**config.mk**
```make
export PLATFORM = sky130hd
export DESIGN_NAME = nso_nav_io
export DESIGN_NICKNAME = d
export VERILOG_FILES = /design/src/inc/nso_pkg.sv /design/src/inc/nso_stream_if.sv /design/src/core/nso_fifo.sv /design/src/core/nso_nav_io.sv
export SDC_FILE = /design/constraint.sdc
export NUM_CORES = 1
export LEC_CHECK = 0
export ABC_AREA = 1
export ABC_CLOCK_PERIOD_IN_PS = 6800
export CAP_MARGIN = 30
export CELL_PAD_IN_SITES_DETAIL_PLACEMENT = 1
export CELL_PAD_IN_SITES_GLOBAL_PLACEMENT = 1
export CORE_UTILIZATION = 35
export CTS_BUF_LIST = sky130_fd_sc_hd__clkbuf_4 sky130_fd_sc_hd__clkbuf_8 sky130_fd_sc_hd__clkbuf_16
export DETAILED_ROUTE_END_ITERATION = 12
export DONT_BUFFER_PORTS = 1
export PLACE_DENSITY_LB_ADDON = 0.2
export SYNTH_ARGS = -nofsm -noshare
export SYNTH_HDL_FRONTEND = slang
export SYNTH_SLANG_ARGS = --single-unit
```
**constraint.sdc**
```tcl
create_clock -name clk -period 6.8 [get_ports clk]
set_clock_uncertainty 0.2 [all_clocks]
set_input_delay 0.34 -clock clk [delete_from_list [all_inputs] [get_ports clk]]
set_output_delay 0.34 -clock clk [all_outputs]
set_load 0.005 [all_outputs]
```
**src/inc/nso_pkg.sv**
```systemverilog
// constants shared by the navigation serial and status output block
package nso_pkg;

    // ********************
    // clock and timing
    // ********************
    localparam int CLK_HZ          = 250_000_000;
    localparam int BAUD_DEFAULT    = 4800;
    localparam int BAUD_ALT        = 9600;
    localparam int CYC_BIT_DEFAULT = CLK_HZ / BAUD_DEFAULT;
    localparam int CYC_BIT_ALT     = CLK_HZ / BAUD_ALT;
    localparam int TICK_PERIOD_S   = 1;
    localparam int TICK_HALF_CYC   = (CLK_HZ / 2) * TICK_PERIOD_S;
    localparam int LOCK_QUIET_MS   = 3000;
    localparam int LOCK_QUIET_CYC  = (CLK_HZ / 1000) * LOCK_QUIET_MS;

    // ********************
    // character framing, talker buffer depth and open-drain level
    // ********************
    localparam int       DATA_BITS  = 8;
    localparam logic     START_BIT  = 1'b0;
    localparam logic     STOP_BIT   = 1'b1;
    localparam logic     IDLE_LEVEL = 1'b1;
    localparam int       FIFO_DEPTH = 8;
    localparam logic     OD_LOW     = 1'b0;

    // ********************
    // sentence characters
    // ********************
    localparam logic [7:0] CH_DOLLAR = 8'h24;
    localparam logic [7:0] CH_BANG   = 8'h21;
    localparam logic [7:0] CH_STAR   = 8'h2a;
    localparam logic [7:0] CH_CR     = 8'h0d;
    localparam logic [7:0] CH_LF     = 8'h0a;
    localparam logic [7:0] CH_PR_LO  = 8'h20;
    localparam logic [7:0] CH_PR_HI  = 8'h7e;
    localparam logic [7:0] CH_D0     = 8'h30;
    localparam logic [7:0] CH_D9     = 8'h39;
    localparam logic [7:0] CH_UA     = 8'h41;
    localparam logic [7:0] CH_UF     = 8'h46;
    localparam logic [7:0] CH_ATEN   = 8'h37;

    typedef enum logic [1:0] {RX_IDLE, RX_START, RX_DATA, RX_STOP} nso_rx_st_t;
    typedef enum logic [2:0] {SEN_HUNT, SEN_BODY, SEN_SUM1, SEN_SUM2, SEN_END} nso_sen_st_t;
    typedef enum logic [1:0] {TX_IDLE, TX_START, TX_DATA, TX_STOP} nso_tx_st_t;

endpackage

```
**src/inc/nso_stream_if.sv**
```systemverilog
// valid/ready character stream between the block's own modules
`timescale 1ns/1ps
interface nso_stream_if #(parameter int WIDTH = 8);
    logic [WIDTH-1:0] data;
    logic             valid;
    logic             ready;
    modport src (output data, output valid, input ready);
    modport snk (input data, input valid, output ready);
endinterface

```
**src/core/nso_fifo.sv**
```systemverilog
// small first-in first-out buffer with registered full and empty flags
`timescale 1ns/1ps
module nso_fifo
    import nso_pkg::*;
#(
    parameter int WIDTH = 8,
    parameter int DEPTH = FIFO_DEPTH
)(
    input  wire logic   clk,
    input  wire logic   sys_rst,
    input  wire logic   clk_en,
    nso_stream_if.snk   wr_side,
    nso_stream_if.src   rd_side
);
    localparam int AW = (DEPTH > 1) ? $clog2(DEPTH) : 1;
    localparam int CW = $clog2(DEPTH + 1);
    localparam logic [CW-1:0] FULL_CNT = CW'(DEPTH);
    localparam logic [AW-1:0] LAST_IX  = AW'(DEPTH - 1);

    logic [WIDTH-1:0] mem [DEPTH];
    logic [AW-1:0]    wr_ix;
    logic [AW-1:0]    rd_ix;
    logic [CW-1:0]    count;
    logic [CW-1:0]    next_count;
    logic             space;
    logic             avail;
    logic             push;
    logic             pop;

    // flags are registered so the ready seen outside is a flop
    assign push              = wr_side.valid & space;
    assign pop               = rd_side.ready & avail;
    assign wr_side.ready     = space;
    assign rd_side.valid     = avail;
    assign rd_side.data      = mem[rd_ix];
    assign next_count        = count + CW'(push) - CW'(pop);

    // storage has no reset; only pointers, count and flags carry control state
    always_ff @(posedge clk)
    begin
        if (clk_en && push)
            mem[wr_ix] <= wr_side.data;
    end

    // pointers wrap at depth, not at a power of two
    always_ff @(posedge clk)
    begin
        if (sys_rst)
        begin
            wr_ix <= '0;
            rd_ix <= '0;
            count <= '0;
            space <= 1'b1;
            avail <= 1'b0;
        end
        else if (clk_en)
        begin
            if (push)
                wr_ix <= (wr_ix == LAST_IX) ? '0 : wr_ix + AW'(1);
            if (pop)
                rd_ix <= (rd_ix == LAST_IX) ? '0 : rd_ix + AW'(1);
            count <= next_count;
            space <= (next_count != FULL_CNT);
            avail <= (next_count != '0);
        end
    end
endmodule

```
**src/core/nso_nav_io.sv**
```systemverilog
// serial navigation listeners, talker and open-drain status outputs
// Contract
// RULE1: one second tick on its own output
// RULE2: tick spends half period low, half released
// RULE3: work flag low in normal, open in work
// RULE4: speed flag low for low-speed parameters; code drives it low only when heading_mode is also high
// RULE5: all three outputs open-drain, never drive high
// RULE6: serial traffic defaults to 4800 baud
// RULE7: eight data bits, no parity, one stop
// RULE8: optional checksum verified when present
// RULE9: second listener finds its rate automatically
// RULE10: least significant bit sent first
// RULE11: start bit zero, stop bit one
// RULE12: line idles at logical one
// RULE13: talker A inverted, B true
// RULE14: malformed sentences are treated as invalid
// RULE15: talker sends heading and status sentences
// RULE16: two independent listener ports
// RULE17: activity toggles on every received character
// RULE18: port one fixed; port two relocks after quiet
// RULE19: mid-bit sampling, framing and checksum events
`timescale 1ns/1ps
module nso_nav_io
    import nso_pkg::*;
#(
    parameter int BIT_CYC_DEFAULT = CYC_BIT_DEFAULT,
    parameter int BIT_CYC_ALT     = CYC_BIT_ALT,
    parameter int TICK_HALF       = TICK_HALF_CYC,
    parameter int LOCK_QUIET      = LOCK_QUIET_CYC,
    parameter int TX_DEPTH        = FIFO_DEPTH
)(
    input  wire logic        clk,
    input  wire logic        sys_rst,
    input  wire logic        clk_en,
    input  wire logic [1:0]  listener_rx,
    output logic [1:0][7:0]  rx_char,
    output logic [1:0]       rx_char_valid,
    output logic [1:0]       rx_activity,
    output logic [1:0]       framing_err,
    output logic [1:0]       checksum_err,
    output logic [1:0]       sentence_ok,
    output logic [1:0]       sentence_bad,
    output logic             port_two_fast,
    output logic             port_two_locked,
    input  wire logic [7:0]  tx_data,
    input  wire logic        tx_valid,
    output logic             tx_ready,
    output logic             talker_a,
    output logic             talker_b,
    input  wire logic        work_mode_engaged,
    input  wire logic        heading_mode,
    input  wire logic        low_speed_params,
    output logic             second_tick_output,
    output logic             second_tick_oe_n,
    output logic             work_mode_out,
    output logic             work_mode_oe_n,
    output logic             fast_steering_indicator,
    output logic             fast_steering_oe_n
);

    // ********************
    // helpers
    // ********************
    function automatic logic is_hex(input logic [7:0] c);
        return ((c >= CH_D0) && (c <= CH_D9)) || ((c >= CH_UA) && (c <= CH_UF));
    endfunction

    function automatic logic [3:0] hex_val(input logic [7:0] c);
        logic [7:0] v;
        v = (c <= CH_D9) ? (c - CH_D0) : (c - CH_ATEN);
        return v[3:0];
    endfunction

    function automatic logic is_end(input logic [7:0] c);
        return (c == CH_CR) || (c == CH_LF);
    endfunction

    localparam logic [31:0] TICK_LAST  = 32'(TICK_HALF - 1);
    localparam logic [31:0] QUIET_LAST = 32'(LOCK_QUIET - 1);
    localparam logic [31:0] TXB_LAST   = 32'(BIT_CYC_DEFAULT - 1);
    localparam logic [2:0]  LAST_BIT   = 3'(DATA_BITS - 1);

    // ********************
    // listeners
    // ********************
    logic [1:0] ch_stb;
    logic [1:0] fr_stb;

    // independent receiver and checker per port [RULE16]
    for (genvar p = 0; p < 2; p++)
    begin : g_listen
        nso_rx_st_t  rx_st;
        nso_sen_st_t sen_st;
        logic [31:0] cnt;
        logic [31:0] bit_last;
        logic [31:0] half_last;
        logic [2:0]  bit_ix;
        logic [7:0]  shreg;
        logic [7:0]  sum;
        logic [3:0]  hi_nib;
        logic        sum_match;
        logic [7:0]  c;

        // port one never leaves the default rate [RULE18] [RULE6]
        assign bit_last  = (p == 1 && port_two_fast) ? 32'(BIT_CYC_ALT - 1) : 32'(BIT_CYC_DEFAULT - 1); // [RULE9]
        assign half_last = {1'b0, bit_last[31:1]};
        assign c         = rx_char[p];

        // start confirmed at half bit, so data lands mid-bit
        always_ff @(posedge clk)
        begin
            if (sys_rst)
            begin
                rx_st         <= RX_IDLE;
                cnt           <= '0;
                bit_ix        <= '0;
                shreg         <= '0;
                rx_char[p]    <= '0;
                ch_stb[p]     <= 1'b0;
                fr_stb[p]     <= 1'b0;
                rx_activity[p] <= 1'b0;
            end
            else if (clk_en)
            begin
                ch_stb[p] <= 1'b0;
                fr_stb[p] <= 1'b0;
                unique case (rx_st)
                    RX_IDLE:
                    begin
                        cnt <= '0;
                        if (listener_rx[p] == START_BIT) // [RULE12] [RULE11]
                            rx_st <= RX_START;
                    end
                    RX_START:
                    begin
                        cnt <= cnt + 32'd1;
                        if (cnt == half_last)
                        begin
                            cnt    <= '0;
                            bit_ix <= '0;
                            // a short glitch back to idle is not a start
                            rx_st  <= (listener_rx[p] == START_BIT) ? RX_DATA : RX_IDLE; // [RULE19]
                        end
                    end
                    RX_DATA:
                    begin
                        cnt <= cnt + 32'd1;
                        if (cnt == bit_last)
                        begin
                            cnt    <= '0;
                            shreg  <= {listener_rx[p], shreg[7:1]}; // [RULE10] [RULE7]
                            bit_ix <= bit_ix + 3'd1;
                            if (bit_ix == LAST_BIT)
                                rx_st <= RX_STOP; // no parity slot [RULE7]
                        end
                    end
                    RX_STOP:
                    begin
                        cnt <= cnt + 32'd1;
                        if (cnt == bit_last)
                        begin
                            rx_st          <= RX_IDLE;
                            rx_activity[p] <= ~rx_activity[p]; // [RULE17]
                            if (listener_rx[p] == STOP_BIT) // [RULE11]
                            begin
                                rx_char[p] <= shreg;
                                ch_stb[p]  <= 1'b1;
                            end
                            else
                                fr_stb[p]  <= 1'b1; // [RULE19]
                        end
                    end
                endcase
            end
        end

        assign rx_char_valid[p] = ch_stb[p];
        assign framing_err[p]   = fr_stb[p];

        // sentence checker works on the character strobe one cycle later
        always_ff @(posedge clk)
        begin
            if (sys_rst)
            begin
                sen_st          <= SEN_HUNT;
                sum             <= '0;
                hi_nib          <= '0;
                sum_match       <= 1'b0;
                sentence_ok[p]  <= 1'b0;
                sentence_bad[p] <= 1'b0;
                checksum_err[p] <= 1'b0;
            end
            else if (clk_en)
            begin
                sentence_ok[p]  <= 1'b0;
                sentence_bad[p] <= 1'b0;
                checksum_err[p] <= 1'b0;
                if (fr_stb[p] && sen_st != SEN_HUNT)
                begin
                    sentence_bad[p] <= 1'b1; // broken character spoils the sentence
                    sen_st          <= SEN_HUNT;
                end
                else if (ch_stb[p])
                begin
                    unique case (sen_st)
                        SEN_HUNT:
                        begin
                            sum <= '0;
                            if (c == CH_DOLLAR || c == CH_BANG)
                                sen_st <= SEN_BODY;
                        end
                        SEN_BODY:
                        begin
                            if (c == CH_STAR)
                                sen_st <= SEN_SUM1;
                            else if (is_end(c))
                            begin
                                sentence_ok[p] <= 1'b1; // no checksum is accepted [RULE8]
                                sen_st         <= SEN_HUNT;
                            end
                            else if (c < CH_PR_LO || c > CH_PR_HI || c == CH_DOLLAR || c == CH_BANG)
                            begin
                                sentence_bad[p] <= 1'b1; // [RULE14]
                                sen_st          <= SEN_HUNT;
                            end
                            else
                                sum <= sum ^ c;
                        end
                        SEN_SUM1:
                        begin
                            hi_nib <= hex_val(c);
                            if (!is_hex(c))
                            begin
                                sentence_bad[p] <= 1'b1; // [RULE14]
                                sen_st          <= SEN_HUNT;
                            end
                            else
                                sen_st <= SEN_SUM2;
                        end
                        SEN_SUM2:
                        begin
                            sum_match <= ({hi_nib, hex_val(c)} == sum);
                            if (!is_hex(c))
                            begin
                                sentence_bad[p] <= 1'b1; // [RULE14]
                                sen_st          <= SEN_HUNT;
                            end
                            else
                                sen_st <= SEN_END;
                        end
                        SEN_END:
                        begin
                            sen_st <= SEN_HUNT;
                            if (is_end(c) && sum_match)
                                sentence_ok[p] <= 1'b1;
                            else
                            begin
                                sentence_bad[p] <= 1'b1;
                                checksum_err[p] <= is_end(c); // [RULE8] [RULE19]
                            end
                        end
                        default:
                            sen_st <= SEN_HUNT;
                    endcase
                end
            end
        end
    end

    // ********************
    // rate search for port two
    // ********************
    logic [31:0] quiet_cnt;

    // locked on a good sentence; any error while searching flips the rate
    always_ff @(posedge clk)
    begin
        if (sys_rst)
        begin
            port_two_fast   <= 1'b0;
            port_two_locked <= 1'b0;
            quiet_cnt       <= '0;
        end
        else if (clk_en)
        begin
            if (sentence_ok[1])
            begin
                port_two_locked <= 1'b1; // [RULE9]
                quiet_cnt       <= '0;
            end
            else if (port_two_locked)
            begin
                quiet_cnt <= quiet_cnt + 32'd1;
                if (quiet_cnt == QUIET_LAST)
                    port_two_locked <= 1'b0; // [RULE18]
            end
            else if (framing_err[1] || sentence_bad[1])
                port_two_fast <= ~port_two_fast; // [RULE9]
        end
    end

    // ********************
    // talker
    // ********************
    nso_stream_if #(.WIDTH(8)) tx_in ();
    nso_stream_if #(.WIDTH(8)) tx_out ();

    assign tx_in.data  = tx_data;
    assign tx_in.valid = tx_valid;
    assign tx_ready    = tx_in.ready;

    // producer may run ahead of the line
    nso_fifo #(.WIDTH(8), .DEPTH(TX_DEPTH)) u_tx_fifo (
        .clk     (clk),
        .sys_rst (sys_rst),
        .clk_en  (clk_en),
        .wr_side (tx_in.snk),
        .rd_side (tx_out.src)
    );

    nso_tx_st_t  tx_st;
    logic [31:0] tx_cnt;
    logic [2:0]  tx_ix;
    logic [7:0]  tx_sh;

    assign tx_out.ready = (tx_st == TX_IDLE);

    // talker at fixed default rate [RULE15]
    always_ff @(posedge clk)
    begin
        if (sys_rst)
        begin
            tx_st    <= TX_IDLE;
            tx_cnt   <= '0;
            tx_ix    <= '0;
            tx_sh    <= '0;
            talker_a <= ~IDLE_LEVEL;
            talker_b <= IDLE_LEVEL;
        end
        else if (clk_en)
        begin
            tx_cnt <= tx_cnt + 32'd1;
            unique case (tx_st)
                TX_IDLE:
                begin
                    tx_cnt   <= '0;
                    talker_a <= ~IDLE_LEVEL; // [RULE12] [RULE13]
                    talker_b <= IDLE_LEVEL;
                    if (tx_out.valid)
                    begin
                        tx_sh    <= tx_out.data;
                        tx_st    <= TX_START;
                        talker_a <= ~START_BIT; // [RULE11] [RULE13]
                        talker_b <= START_BIT;
                    end
                end
                TX_START:
                begin
                    if (tx_cnt == TXB_LAST) // [RULE6]
                    begin
                        tx_cnt   <= '0;
                        tx_ix    <= '0;
                        tx_st    <= TX_DATA;
                        talker_a <= ~tx_sh[0]; // [RULE10] [RULE13]
                        talker_b <= tx_sh[0];
                    end
                end
                TX_DATA:
                begin
                    if (tx_cnt == TXB_LAST)
                    begin
                        tx_cnt <= '0;
                        tx_ix  <= tx_ix + 3'd1;
                        if (tx_ix == LAST_BIT)
                        begin
                            tx_st    <= TX_STOP; // [RULE7]
                            talker_a <= ~STOP_BIT;
                            talker_b <= STOP_BIT;
                        end
                        else
                        begin
                            talker_a <= ~tx_sh[tx_ix + 3'd1]; // [RULE10]
                            talker_b <= tx_sh[tx_ix + 3'd1];
                        end
                    end
                end
                TX_STOP:
                begin
                    if (tx_cnt == TXB_LAST)
                        tx_st <= TX_IDLE; // idle level already on the line
                end
            endcase
        end
    end

    // ********************
    // open-drain status and tick outputs
    // ********************
    logic [31:0] tick_cnt;

    // pin data is a constant low flop; only enables move [RULE5]
    always_ff @(posedge clk)
    begin
        if (sys_rst)
        begin
            second_tick_output      <= OD_LOW;
            work_mode_out           <= OD_LOW;
            fast_steering_indicator <= OD_LOW;
        end
    end

    // exact count, well inside the allowed drift
    always_ff @(posedge clk)
    begin
        if (sys_rst)
        begin
            tick_cnt         <= '0;
            second_tick_oe_n <= 1'b0;
        end
        else if (clk_en)
        begin
            tick_cnt <= tick_cnt + 32'd1;
            if (tick_cnt == TICK_LAST) // [RULE1]
            begin
                tick_cnt         <= '0;
                second_tick_oe_n <= ~second_tick_oe_n; // [RULE2]
            end
        end
    end

    // status flags follow their inputs one cycle late
    always_ff @(posedge clk)
    begin
        if (sys_rst)
        begin
            work_mode_oe_n     <= 1'b0;
            fast_steering_oe_n <= 1'b1;
        end
        else if (clk_en)
        begin
            work_mode_oe_n     <= work_mode_engaged; // [RULE3]
            fast_steering_oe_n <= ~(heading_mode & low_speed_params); // [RULE4]
        end
    end
endmodule

```
==> out/metrics.csv <==
stage,metric,value,unit
outcome,outcome,"complete, no violations",
grt,globalRouteMet2Util,0.367,
power_and_ir_drop,peakVddDrop,0.204,mV
power_and_ir_drop,power.density,240,nW/µm²
setup_path,worst-r2r-cell-count,6,
layout,area_delta_synth_final,12.0,%
timing,tightest_slew,1.00,ns
clocking,htree_levels,2,
drt,drc,0,
drt,viasPerCell,5.25,
worst_hold_path,min_path_cells,2,
clocking,clock_latency,0.59,ns
timing,hold_slack,0.00560,ns
timing,fmax,334,MHz
timing,period_share,0.440,
grt,grt-busiest-layer,met2,
yosys,synth-edff-count,64,
grt,grt.total_usage,0.215,
die,start_util,0.358,
grt,gr-total-overflow,0,
yosys,synthTopCellsByArea,"dfxtp_1, nand2_1, edfxtp_1",
drt,detail-route-antenna-nets,0,
layout,final_nets,2819,
drt,routedWlPerCell,17.0,µm
timing,timing.setup.tns,0,ns
clocking,clockBufferDepth,3,
setup_path,cp-end-kind,flip-flop,
clocking,cts_sinks,342,
yosys,synth-warning-count,0,
yosys,ys_types,53,
setup_path,start_kind,primary input,
die,dieWidth,235,µm
yosys,synth_area,19000,µm²
setup_path,crit_required,7.02,ns
timing,rsz0062_at_grt,false,
drt,dr.pass1.iters,4,
layout,regArea,7490,µm²
grt,grt_pass1_vias,18800,
yosys,async_reset_ff_frac,0,
setup_path,cp_max_fo,61,
power_and_ir_drop,power.leakage,7.64,nW
yosys,synth_commonest_cells,"nand2_1, nor2_1, inv_1",
grt,grt_use_met3,0.0356,
clocking,clock-root-buffer,clkbuf_16,
clocking,cts_tree,done,
worst_hold_path,min_from,sys_rst,
grt,antenna_found_initial,2,
place,dpl.hpwl,42100,µm
yosys,synth_cells,2775,
yosys,ys_dominant_reg_cell,dfxtp_1,
layout,fillers,6714,
drt,drtIter0Drc,895,
grt,grt_first_pass_wirelength,97700,µm
place,finalWeightedCongestion,0.873,
timing,hold_violations,0,
clocking,cts_inserted_buffers,42,
yosys,syn_area_per_cell,6.84,µm²
yosys,synth_top_area_cell,dfxtp_1,
setup_path,crit_type,in -> reg,
timing,finalCriticalPeriod,2.99,ns
flow_run,cap_violations,0,
yosys,ys_seq_area_frac,0.394,
worst_hold_path,hold_path_class,in -> reg,
timing,max_slew_margin,0.328,
yosys,synth_top_area_frac,0.293,
grt,grt_max_degree,119,
place,port_buffers,0,
clocking,clk_pin_slew,0.06,ns
yosys,yosys.cell_count.top_type,nand2_1,
clocking,cts_resized,0,
drt,vias,18300,
timing,finalSetupViolations,0,
layout,drive_above_1_share,0.0537,
die,num_rows,84,
setup_path,critPathLaunch,clk_en,
layout,multi_input_area,9940,µm²
grt,grt_use_met1,0.273,
drt,wl,59300,µm
die,io_pins,56,
die,die_height,235,µm
layout,antenna_cells,0,
die,core_area,53100,µm²
yosys,synth-seq-cells,342,
power_and_ir_drop,power,0.00510,W
die,dieArea,55200,µm²
setup_path,critPathArrivalTime,3.22,ns
timing,finalMaxSlewViolations,0,
[critical path, cell delays in order]
cell	delay, ns
dlygate4sd3_1	0.64
buf_16	0.33
inv_2	0.19
buf_4	0.37
nor2_1	0.26
nand2_1	0.21
nor3_4	0.46
nand2_2	0.17
nand2_1	0.11
a21oi_1	0.07
[registers in the layout, summed over array words and instances, names as in the netlist, 3 cells and up, named ones only]
signal,cells
tick_cnt,32
u_tx_fifo.mem,64
tx_cnt,32
tx_sh,8
g_listen.sum,16
tx_ix,3
g_listen.bit_ix,6
g_listen.hi_nib,8
u_tx_fifo.count,4
g_listen.sen_st,6
g_listen.shreg,16
g_listen.c,16
u_tx_fifo.wr_ix,3
u_tx_fifo.rd_ix,3
quiet_cnt,32
g_listen.cnt,64
[path summary, 6_finish.rpt]
kind	to	slack [ns]
setup / recovery	g_listen[0].sum[6]	3.81
hold / removal	quiet_cnt[16]	0.006
setup reg to reg	g_listen[1].bit_ix[0]	4.10
hold reg to reg	g_listen[1].shreg[0]	0.26
[cell type report]
type | instances | share of cell area
Timing Repair Buffer | 25 | 0.0155
Multi-Input combinational cell | 2032 | 0.467
Sequential cell | 342 | 0.352
Clock inverter | 17 | 0.0106
Inverter | 320 | 0.0565
Clock buffer | 58 | 0.0577
Tap cell | 688 | 0.0405
[what timing repair did]
item	4_1_cts	5_1_grt
hold endpoints to repair	222	0
hold buffers	17	0
buffers inserted	0	0
[stage by stage]
stage	instances	setup WS [ns]	area (µm²)	utilization
final	3482	3.81	21300	0.401
after global routing	3482	3.63	21300	0.401
after CTS	3480	3.88	21200	0.400
after detailed placement	3388	3.91	19600	0.369
after global placement	3386	4.12	19500	0.368
after floorplan	2777	4.34	19000	-
[cells in the final DEF, fill, tap and decap left out, drive strengths merged, types with 9 or more instances in the layout]
| cell type | synthesis | routed |
|---|---|---|
| dfxtp | 278 | 278 |
| nand3 | 179 | 179 |
| ha | 38 | 38 |
| a21oi | 170 | 170 |
| xor2 | 42 | 42 |
| nor2 | 424 | 424 |
| dlygate4sd3 | 0 | 15 |
| nand4 | 79 | 79 |
| nand3b | 10 | 10 |
| o211ai | 13 | 13 |
| clkinv | 1 | 12 |
| o22ai | 26 | 26 |
| nor3 | 103 | 103 |
| nand2 | 681 | 681 |
| nor4 | 9 | 9 |
| xnor2 | 16 | 16 |
| edfxtp | 64 | 64 |
| clkbuf | 51 | 58 |
| o21ai | 161 | 161 |
| buf | 32 | 10 |
| inv | 319 | 320 |
| or2 | 10 | 10 |
| o2111ai | 24 | 24 |
[where the power goes]
part	switching (W)	internal (W)	total, W
Clock	0.000920	0.00145	0.00237
Combinational	0.000354	0.000191	0.000545
Sequential	0.0000639	0.00212	0.00218
Total	0.00134	0.00376	0.00510
[cells by family after synthesis]
group | Yosys count | share of synthesized area
adder cells (fa/ha/maj) | 39 | 0.0261
other | 1 | 0.000198
buffers and inverters | 403 | 0.0830
AO/OA/AOI/OAI | 426 | 0.126
XOR/XNOR | 58 | 0.0268
flip-flops | 342 | 0.394
AND/OR/NAND/NOR | 1506 | 0.344
[metal layers]
layer	vias to the layer above	routed length (µm)
met5	-	25
met4	4	1580
met3	89	2250
met2	226	27700
met1	8813	27700
li1	9132	-
Power figures use the tool's default switching activity.
